`src/include/jrx_pkg.sv`:
```
// constants, types and states shared by the register-jump and exchange unit
`default_nettype none
package jrx_pkg;

  localparam int XLEN = 32;

  // compact register-jump format
  localparam logic [4:0] REGISTER_FORMAT_OPCODE = 5'h1D;
  localparam logic [4:0] RJ_FUNCTION = 5'h00;
  localparam int OPC_HI  = 15;
  localparam int OPC_LO  = 11;
  localparam int RX_HI   = 10;
  localparam int RX_LO   = 8;
  localparam int NO_DELAY_BIT = 7;
  localparam int LNK_BIT      = 6;
  localparam int RET_SEL_BIT  = 5;
  localparam int FN_HI   = 4;
  localparam int FN_LO   = 0;
  localparam logic [2:0] RX_RET_ONLY = 3'h0;

  // register translation for the 3-bit source field
  localparam logic [2:0] RX_HIGH_LIMIT = 3'h2;
  localparam logic [3:0] RX_HIGH_BASE  = 4'h8;
  localparam logic [1:0] RX_LOW_BASE   = 2'h0;

  // 32-bit exchange jump format; opcode value is a plain default
  localparam int X_OPC_HI = 31;
  localparam int X_OPC_LO = 26;
  localparam int X_IDX_HI = 25;
  localparam logic [5:0] XJ_OPCODE = 6'h1D;

  localparam logic [4:0]  LINK_REG    = 5'h1F;
  localparam logic [31:0] LINK_OFFSET = 32'h0000_0008;
  localparam logic [31:0] SLOT_OFFSET = 32'h0000_0004;
  localparam int REGION_LO = 28;
  localparam logic [1:0] IDX_PAD = 2'h0;
  localparam logic MODE_WIDE    = 1'b0;
  localparam logic MODE_COMPACT = 1'b1;
  localparam logic MODE_RESET   = MODE_WIDE;

  // register map
  localparam int AW = 8;
  localparam logic [AW-1:0] OFS_CTRL   = 8'h00;
  localparam logic [AW-1:0] OFS_STATUS = 8'h04;
  localparam logic [AW-1:0] OFS_EVENT  = 8'h08;
  localparam logic [AW-1:0] OFS_MASK   = 8'h0C;
  localparam int CTRL_EN_BIT = 0;
  localparam logic CTRL_RESET = 1'b1;
  localparam int EVW = 4;
  localparam int EV_JUMP = 0;
  localparam int EV_XCHG = 1;
  localparam int EV_ADDR = 2;
  localparam int EV_HAZ  = 3;
  localparam logic [EVW-1:0] MASK_RESET = 4'h0;
  localparam logic [1:0] RESP_OKAY   = 2'h0;
  localparam logic [1:0] RESP_SLVERR = 2'h2;

  typedef enum logic [0:0] {ST_IDLE, ST_SLOT} core_state_e;

  typedef struct packed {
    logic            valid;
    logic [XLEN-1:0] target;
    logic            mode;
  } redirect_s;

  typedef struct packed {
    logic            en;
    logic [4:0]      idx;
    logic [XLEN-1:0] data;
  } link_s;

endpackage : jrx_pkg

`default_nettype wire

```
`src/hw/jump_register_and_exchange_unit.sv`:
```
// register-jump and exchange-jump decode with next-pc, link and mode logic
// Notes on behaviour
// RULE_01 - exchange jump links pc plus 8 into 31
// RULE_02 - link bit 0 holds current mode bit
// RULE_03 - target: index shifted 2, upper from slot
// RULE_04 - last-word jump lands in next region
// RULE_05 - exchange jump inverts the mode bit
// RULE_06 - slot instruction runs before pc changes
// RULE_07 - software keeps jumps out of wide slots
// RULE_08 - decode register jumps by opcode, flags, field
// RULE_09 - delayed jump through register 31, no link
// RULE_10 - delayed jump through selected register
// RULE_11 - immediate jump through register 31
// RULE_12 - immediate jump through selected register
// RULE_13 - mode bit loads from source bit 0
// RULE_14 - target bit 0 forced to zero
// RULE_15 - misaligned target faults at fetch time
// RULE_16 - software avoids extended ops in slots
// RULE_17 - software keeps jumps out of compact slots
// RULE_18 - field codes 0,1 map 16,17; else same
`timescale 1ns/1ps
`default_nettype none

module jump_register_and_exchange_unit
  import jrx_pkg::*;
(
  // clock and reset
  input  wire logic            aclk,
  input  wire logic            aresetn,
  // issue stage
  input  wire logic            issue_valid,
  input  wire logic [XLEN-1:0] issue_word,
  input  wire logic [XLEN-1:0] issue_pc,
  input  wire logic            fetch_valid,
  // register file read port
  output logic      [4:0]      rf_rd_idx,
  input  wire logic [XLEN-1:0] rf_rd_data,
  // results towards pc and register file
  output redirect_s            redirect,
  output link_s                link_wr,
  output logic                 addr_error,
  output logic                 instruction_set_select_bit,
  output logic                 irq,
  // axi4-lite slave
  input  wire logic [AW-1:0]   s_axi_awaddr,
  input  wire logic            s_axi_awvalid,
  output logic                 s_axi_awready,
  input  wire logic [XLEN-1:0] s_axi_wdata,
  input  wire logic [3:0]      s_axi_wstrb,
  input  wire logic            s_axi_wvalid,
  output logic                 s_axi_wready,
  output logic [1:0]           s_axi_bresp,
  output logic                 s_axi_bvalid,
  input  wire logic            s_axi_bready,
  input  wire logic [AW-1:0]   s_axi_araddr,
  input  wire logic            s_axi_arvalid,
  output logic                 s_axi_arready,
  output logic [XLEN-1:0]      s_axi_rdata,
  output logic [1:0]           s_axi_rresp,
  output logic                 s_axi_rvalid,
  input  wire logic            s_axi_rready
);

  // core state
  core_state_e     st_q, st_d;
  logic [XLEN-1:0] tgt_q, tgt_d;
  logic            tmode_q, tmode_d;
  logic            tmis_q, tmis_d;
  logic            mode_q, mode_d;
  logic            chk_q, chk_d;
  logic            aerr_q, aerr_d;
  redirect_s       redir_q, redir_d;
  link_s           link_q, link_d;
  logic [EVW-1:0]  ev_set;

  // bus state
  logic            ctrl_en_q, ctrl_en_d;
  logic [EVW-1:0]  ev_q, ev_d;
  logic [EVW-1:0]  mask_q, mask_d;
  logic            aw_have_q, aw_have_d;
  logic            w_have_q, w_have_d;
  logic [AW-1:0]   awaddr_q, awaddr_d;
  logic [XLEN-1:0] wdata_q, wdata_d;
  logic            wstrb0_q, wstrb0_d;
  logic            bvalid_q, bvalid_d;
  logic [1:0]      bresp_q, bresp_d;
  logic            rvalid_q, rvalid_d;
  logic [1:0]      rresp_q, rresp_d;
  logic [XLEN-1:0] rdata_q, rdata_d;

  // decode
  logic [15:0]     half;
  logic            reg_jump;
  logic            x_jump;
  logic            any_jump;
  logic            no_delay;
  logic [2:0]      rx;
  logic [XLEN-1:0] slot_pc;
  logic [XLEN-1:0] link_pc;

  assign half = issue_word[15:0];
  assign rx   = half[RX_HI:RX_LO];

  // link-flag forms belong to another unit and are not decoded here
  assign reg_jump = (mode_q == MODE_COMPACT)
                 && (half[OPC_HI:OPC_LO] == REGISTER_FORMAT_OPCODE)
                 && (half[FN_HI:FN_LO] == RJ_FUNCTION)
                 && !half[LNK_BIT]
                 && (!half[RET_SEL_BIT] || rx == RX_RET_ONLY); // RULE_08
  assign x_jump  = (mode_q == MODE_WIDE)
                 && (issue_word[X_OPC_HI:X_OPC_LO] == XJ_OPCODE);
  assign any_jump = issue_valid && ctrl_en_q && (reg_jump || x_jump);
  assign no_delay = reg_jump && half[NO_DELAY_BIT];

  // source register selection and translation
  always_comb begin
    if (half[RET_SEL_BIT]) begin
      rf_rd_idx = LINK_REG; // RULE_09 RULE_11
    end else if (rx < RX_HIGH_LIMIT) begin
      rf_rd_idx = {RX_HIGH_BASE, rx[0]}; // RULE_18
    end else begin
      rf_rd_idx = {RX_LOW_BASE, rx}; // RULE_18
    end
  end

  assign slot_pc = issue_pc + SLOT_OFFSET;
  assign link_pc = issue_pc + LINK_OFFSET; // RULE_01

  always_comb begin
    st_d        = st_q;
    tgt_d       = tgt_q;
    tmode_d     = tmode_q;
    tmis_d      = tmis_q;
    mode_d      = mode_q;
    chk_d       = chk_q;
    aerr_d      = 1'b0;
    redir_d     = '0;
    link_d      = '0;
    ev_set      = '0;
    // the fault belongs to the fetch of the target, not to the jump
    if (chk_q && fetch_valid) begin
      chk_d = 1'b0;
      if (tmis_q) begin
        aerr_d         = 1'b1; // RULE_15
        ev_set[EV_ADDR] = 1'b1;
      end
    end
    case (st_q)
      ST_IDLE: begin
        if (any_jump) begin
          ev_set[EV_JUMP] = 1'b1;
          if (x_jump) begin
            ev_set[EV_XCHG] = 1'b1;
            // upper bits from the slot address cover the region edge
            tgt_d = {slot_pc[XLEN-1:REGION_LO],
                     issue_word[X_IDX_HI:0], IDX_PAD}; // RULE_03 RULE_04
            tmode_d = !mode_q; // RULE_05
            tmis_d  = 1'b0;
            link_d.en   = 1'b1;
            link_d.idx  = LINK_REG; // RULE_01
            link_d.data = {link_pc[XLEN-1:1], mode_q}; // RULE_02
          end else begin
            tgt_d   = {rf_rd_data[XLEN-1:1], 1'b0}; // RULE_14
            tmode_d = rf_rd_data[0]; // RULE_13
            tmis_d  = !rf_rd_data[0] && rf_rd_data[1]; // RULE_15
          end
          if (no_delay) begin
            redir_d.valid  = 1'b1; // RULE_11 RULE_12
            redir_d.target = {rf_rd_data[XLEN-1:1], 1'b0};
            redir_d.mode   = rf_rd_data[0];
            mode_d         = rf_rd_data[0];
            tmis_d         = !rf_rd_data[0] && rf_rd_data[1];
            chk_d          = 1'b1;
          end else begin
            st_d = ST_SLOT; // RULE_06 RULE_09 RULE_10
          end
        end
      end
      ST_SLOT: begin
        if (issue_valid) begin
          // a jump in the slot is undefined; flag it and finish the first
          if (ctrl_en_q && (reg_jump || x_jump)) begin
            ev_set[EV_HAZ] = 1'b1; // RULE_07 RULE_17
          end
          redir_d.valid  = 1'b1; // RULE_06
          redir_d.target = tgt_q;
          redir_d.mode   = tmode_q;
          mode_d         = tmode_q; // RULE_05 RULE_13
          chk_d          = 1'b1;
          st_d           = ST_IDLE;
        end
      end
      default: begin
        st_d = ST_IDLE;
      end
    endcase
  end

  always_ff @(posedge aclk) begin
    if (!aresetn) begin
      st_q    <= ST_IDLE;
      tgt_q   <= '0;
      tmode_q <= MODE_RESET;
      tmis_q  <= 1'b0;
      mode_q  <= MODE_RESET;
      chk_q   <= 1'b0;
      aerr_q  <= 1'b0;
      redir_q <= '0;
      link_q  <= '0;
    end else begin
      st_q    <= st_d;
      tgt_q   <= tgt_d;
      tmode_q <= tmode_d;
      tmis_q  <= tmis_d;
      mode_q  <= mode_d;
      chk_q   <= chk_d;
      aerr_q  <= aerr_d;
      redir_q <= redir_d;
      link_q  <= link_d;
    end
  end

  assign redirect                   = redir_q;
  assign link_wr                    = link_q;
  assign addr_error                 = aerr_q;
  assign instruction_set_select_bit = mode_q;
  assign irq                        = |(ev_q & mask_q);

  // axi4-lite slave
  logic            wr_fire;
  logic            ar_fire;
  logic [EVW-1:0]  ev_clr;

  assign s_axi_awready = !aw_have_q && !bvalid_q;
  assign s_axi_wready  = !w_have_q && !bvalid_q;
  assign s_axi_arready = !rvalid_q;
  assign s_axi_bvalid  = bvalid_q;
  assign s_axi_bresp   = bresp_q;
  assign s_axi_rvalid  = rvalid_q;
  assign s_axi_rresp   = rresp_q;
  assign s_axi_rdata   = rdata_q;
  assign ar_fire       = s_axi_arvalid && s_axi_arready;
  assign wr_fire       = aw_have_q && w_have_q;

  always_comb begin
    aw_have_d = aw_have_q;
    w_have_d  = w_have_q;
    awaddr_d  = awaddr_q;
    wdata_d   = wdata_q;
    wstrb0_d  = wstrb0_q;
    bvalid_d  = bvalid_q;
    bresp_d   = bresp_q;
    rvalid_d  = rvalid_q;
    rresp_d   = rresp_q;
    rdata_d   = rdata_q;
    ctrl_en_d = ctrl_en_q;
    mask_d    = mask_q;
    ev_clr    = '0;
    if (s_axi_awvalid && s_axi_awready) begin
      aw_have_d = 1'b1;
      awaddr_d  = s_axi_awaddr;
    end
    if (s_axi_wvalid && s_axi_wready) begin
      w_have_d = 1'b1;
      wdata_d  = s_axi_wdata;
      wstrb0_d = s_axi_wstrb[0];
    end
    if (wr_fire) begin
      aw_have_d = 1'b0;
      w_have_d  = 1'b0;
      bvalid_d  = 1'b1;
      bresp_d   = RESP_OKAY;
      case (awaddr_q)
        OFS_CTRL: if (wstrb0_q) ctrl_en_d = wdata_q[CTRL_EN_BIT];
        OFS_EVENT: if (wstrb0_q) ev_clr = wdata_q[EVW-1:0];
        OFS_MASK: if (wstrb0_q) mask_d = wdata_q[EVW-1:0];
        OFS_STATUS: bresp_d = RESP_OKAY;
        default: bresp_d = RESP_SLVERR;
      endcase
    end else if (bvalid_q && s_axi_bready) begin
      bvalid_d = 1'b0;
    end
    if (ar_fire) begin
      rvalid_d = 1'b1;
      rresp_d  = RESP_OKAY;
      rdata_d  = '0;
      case (s_axi_araddr)
        OFS_CTRL:   rdata_d[CTRL_EN_BIT] = ctrl_en_q;
        OFS_STATUS: rdata_d[3:0] = {tmis_q, chk_q, st_q == ST_SLOT, mode_q};
        OFS_EVENT:  rdata_d[EVW-1:0] = ev_q;
        OFS_MASK:   rdata_d[EVW-1:0] = mask_q;
        default:    rresp_d = RESP_SLVERR;
      endcase
    end else if (rvalid_q && s_axi_rready) begin
      rvalid_d = 1'b0;
    end
    // a new event wins over a clear in the same cycle
    ev_d = (ev_q & ~ev_clr) | ev_set;
  end

  always_ff @(posedge aclk) begin
    if (!aresetn) begin
      aw_have_q <= 1'b0;
      w_have_q  <= 1'b0;
      awaddr_q  <= '0;
      wdata_q   <= '0;
      wstrb0_q  <= 1'b0;
      bvalid_q  <= 1'b0;
      bresp_q   <= RESP_OKAY;
      rvalid_q  <= 1'b0;
      rresp_q   <= RESP_OKAY;
      rdata_q   <= '0;
      ctrl_en_q <= CTRL_RESET;
      ev_q      <= '0;
      mask_q    <= MASK_RESET;
    end else begin
      aw_have_q <= aw_have_d;
      w_have_q  <= w_have_d;
      awaddr_q  <= awaddr_d;
      wdata_q   <= wdata_d;
      wstrb0_q  <= wstrb0_d;
      bvalid_q  <= bvalid_d;
      bresp_q   <= bresp_d;
      rvalid_q  <= rvalid_d;
      rresp_q   <= rresp_d;
      rdata_q   <= rdata_d;
      ctrl_en_q <= ctrl_en_d;
      ev_q      <= ev_d;
      mask_q    <= mask_d;
    end
  end

endmodule : jump_register_and_exchange_unit

`default_nettype wire

```
`config.mk`:
```
export PLATFORM = sky130hd
export DESIGN_NAME = jump_register_and_exchange_unit
export DESIGN_NICKNAME = d
export VERILOG_FILES = /design/src/include/jrx_pkg.sv /design/src/hw/jump_register_and_exchange_unit.sv
export SDC_FILE = /design/constraint.sdc
export NUM_CORES = 1
export LEC_CHECK = 0
export BUFFER_PORTS_ARGS = -buffer_cell sky130_fd_sc_hd__buf_2
export CELL_PAD_IN_SITES_DETAIL_PLACEMENT = 0
export CELL_PAD_IN_SITES_GLOBAL_PLACEMENT = 1
export CORE_MARGIN = 5
export CORE_UTILIZATION = 36
export DETAILED_ROUTE_END_ITERATION = 10
export MAX_ROUTING_LAYER = met4
export PLACE_DENSITY_LB_ADDON = 0.1
export RECOVER_POWER = 25
export SLEW_MARGIN = 0
export SYNTH_ARGS = -nofsm -noshare
export SYNTH_HDL_FRONTEND = slang
export SYNTH_SLANG_ARGS = --single-unit
export TNS_END_PERCENT = 100
```
`constraint.sdc`:
```
create_clock -name aclk -period 2.9 [get_ports aclk]
set_clock_uncertainty 0.2 [all_clocks]
set_input_delay 0.435 -clock aclk [delete_from_list [all_inputs] [get_ports aclk]]
set_output_delay 0.435 -clock aclk [all_outputs]
set_load 0.01 [all_outputs]
```
==> metrics.md <==
| Metric | Value |
|---|---|
| Yosys reg bits | `around 140` |
| DP Cell Count | `roughly 1000` |
| Max transition margin | `0.246` |
| Tcrit/Tclk final | `0.781` |
| Setup TNS | `0 ns` |
| F_max | `about 440 MHz` |
| Number of global-route vias before repair | `between 5000 and 6000` |
| Final core occ | `0.478` |
| Post-synth ARST share | `0` |
| Biggest area consumer among synthesized cells | `dfxtp_1` |
| Gate power share | `0.070` |
| Hpwl dp | `12400 µm` |
| Clock tree sinks | `between 100 and 150` |
| Maximum vdd drop | `around 0.4 mV` |
| Chip Width | `~140 µm` |
| Layout Area Growth over Synthesis | `30.5%` |
| Post-CTS Setup Inserts | `0` |
| First-pass GRT wire length | `25600 µm` |
| Slew Viols, Final | `0` |
| Fillers | `~1600` |
| Skew-Pair Late Insertion Delay | `approximately 0.42 ns` |
| Int Pwr | `0.00356 W` |
| RSZ-0062 raised after global routing | `no` |
| Die height | `~140 µm` |
| Layout Nets | `about 1000` |
| Total number of vias | `between 5000 and 6000` |
| Crit path DAT | `around 2.4 ns` |
| Antenna Nets Post-Route | `0` |
| Synth area leaders | `dfxtp_1, nor2_1, mux2i_1` |
| Row Count | `46` |
| Status | `finished clean` |
| Worst slew pin tran | `between 1 and 1.5 ns` |
| CTS tree | `built` |
| Max_cap viols | `0` |
| All-Layer GR Usage | `0.179` |
| P_sw | `0.00102 W` |
| Leak pwr | `between 3 and 4 nW` |
| Grt ovf | `0` |
| Worst-path clk slew | `0.06 ns` |
| Net Sw Frac | `0.223` |
| Top-count cell post-synth | `dfxtp_1` |
| Number of antenna violations at the first check in global routing | `2` |
| Met2 Use GR | `0.296` |
| Core footprint | `15900 µm²` |
| Crit path time final | `about 2.3 ns` |
| Met1 GRT Util | `0.214` |
| Starting density of the core | `0.366` |
| Clock power frac | `0.516` |
| Inserted Clock Buffers | `17` |
| CTS H-tree lvls | `4` |
| I/O Buffers | `214` |
| Top cell type's share of synthesized area | `0.464` |
| RePlAce Congestion | `about 0.81` |
| Layout cells sized above 1 | `0.274` |
| Wirelength per Cell | `between 15 and 20 µm` |
| IO Pins | `~280` |
| EDFF count, synth | `0` |
| Top cells by count, synth | `dfxtp_1, nor2_1, buf_4` |
| CP required | `about 3.0 ns` |
| Netlist Area Pre-Place | `a little under 6000 µm²` |
| CTS Buffer Depth | `2` |
| Sequential-to-total area share from yosys stat | `0.464` |
| Worst setup EP type | `flop` |
| Final setup viols | `0` |
| Critical path type | `input pin to flop` |
| GRT met3 Usage | `0.0457` |
| Hold Vio Cnt, Final | `0` |
| CP Max Fanout | `53` |
| # DRC | `0` |
| Clock Root Buffer | `clkbuf_16` |
| Worst Hold Class | `input pin to flop` |
| Starting DRT DRC Count | `240` |
| Synth Flop Type | `dfxtp_1` |
| Mean Syn Cell Area | `around 9.1 µm²` |
| Flop pwr share | `0.414` |
| Final WL | `16700 µm` |
| Synth cell types | `50` |
| Overall Power | `0.00457 W` |
| Startpoint types | `input pin` |
| Yosys warning total | `0` |
| Via density | `about 4.8` |
| Post-synthesis cell count | `641` |
| Drt first pass iters | `4` |
| Fin cells | `1080` |
| Busiest grt layer | `met2` |
| Die ar. | `18800 µm²` |
| Power density cells | `602 nW/µm²` |
| Largest net degree at the start of global routing | `54` |
==> worst paths after layout <==
kind,startpoint,endpoint,slack [ns],depth (start not counted)
setup reg to reg,st_q,link_wr[29],0.75,6
setup / recovery,aresetn,tgt_q[5],0.63,4
hold / removal,issue_pc[3],link_wr[3],0.04,2
hold reg to reg,awaddr_q[6],awaddr_q[6],0.25,2
==> cells by family after synthesis <==
kind of cell	after synthesis	share of synthesized area
compound gates	107	0.129
xor+xnor	30	0.0451
fa+ha+maj	1	0.00215
buf+inv	82	0.0782
flops	135	0.464
mux	40	0.0716
other cells	1	0.000644
simple gates	245	0.209
==> critical path: stages <==
cell	delay, ns
clkbuf_1	0.62
clkinv_1	0.20
clkbuf_2	0.67
a211oi_1	0.44
==> cell usage in the layout (no fill, tap or decap), types with 2 or more instances in the layout <==
master,n
conb_1,32
a22oi_1,36
or2_2,4
bufinv_16,5
nor2_1,119
nand2_1,35
nand2b_1,10
xor2_1,18
xnor2_1,12
o21a_1,3
diode_2,2
a21boi_0,2
or4_1,2
o221ai_1,2
a31o_2,2
and3_1,3
clkbuf_1,45
and4_1,4
mux2_2,3
nor4_1,5
nor4_4,2
buf_4,13
a21oi_1,24
clkinvlp_4,6
nand3_1,18
inv_1,10
a211oi_1,27
clkbuf_16,17
dfxtp_1,135
and2_1,7
nand4_1,19
nor3_1,5
o21ai_0,4
mux2i_1,36
buf_2,171
nor2b_1,3
nand4_4,2
==> repair_timing <==
| item | 4_1_cts | 5_1_grt |
|---|---|---|
| hold buffers | 1 | 0 |
| hold endpoints to repair | 1 | 0 |
| resized for setup | 0 | 0 |
==> layer usage <==
| metal | part of all wire | up-vias |
|---|---|---|
| li1 | - | 2595 |
| met1 | 0.44 | 2394 |
| met2 | 0.49 | 163 |
| met3 | 0.059 | 14 |
| met4 | 0.012 | 0 |
| met5 | 0 | - |
==> power by group through the flow <==
stage,Clock [W],Combinational (W),Sequential [W]
after CTS,0.00241,0.000320,0.00190
after global routing,0.00249,0.000354,0.00190
after detailed placement,0,0.000318,0.00194
after global placement,0,0.000313,0.00194
after floorplan,0,0.000185,0.00193
final,0.00236,0.000318,0.00190
==> registers in the layout, indices dropped and copies added (netlist names), 4 cells and up <==
signal       flops
link_wr         33
redirect        33
tgt_q           31
awaddr_q         8
ev_q             4
mask_q           4
s_axi_rdata      4
wdata_q          4
==> stage by stage <==
stage          cell area [µm²]  hold slack, ns  worst slack (ns)
3_3_place_gp              6990           0.242             0.319
6_report                  7590          0.0360             0.634
3_5_place_dp              6990           0.246             0.289
2_1_floorplan             5940           0.236             0.906
5_1_grt                   7590          0.0289             0.437
4_1_cts                   7650          0.0165             0.707
==> final cells by class <==
class | count | area, µm² | area share
Clock inverter | 12 | 200 | 0.0264
Tap cell | 216 | 270 | 0.0356
Multi-Input combinational cell | 455 | 2800 | 0.369
Clock buffer | 20 | 447 | 0.0588
Antenna cell | 2 | 5.00 | 0.000659
Sequential cell | 135 | 2700 | 0.356
Timing Repair Buffer | 229 | 1130 | 0.149
Inverter | 11 | 41.3 | 0.00544
Note: power is estimated with default switching activity, not from simulation.
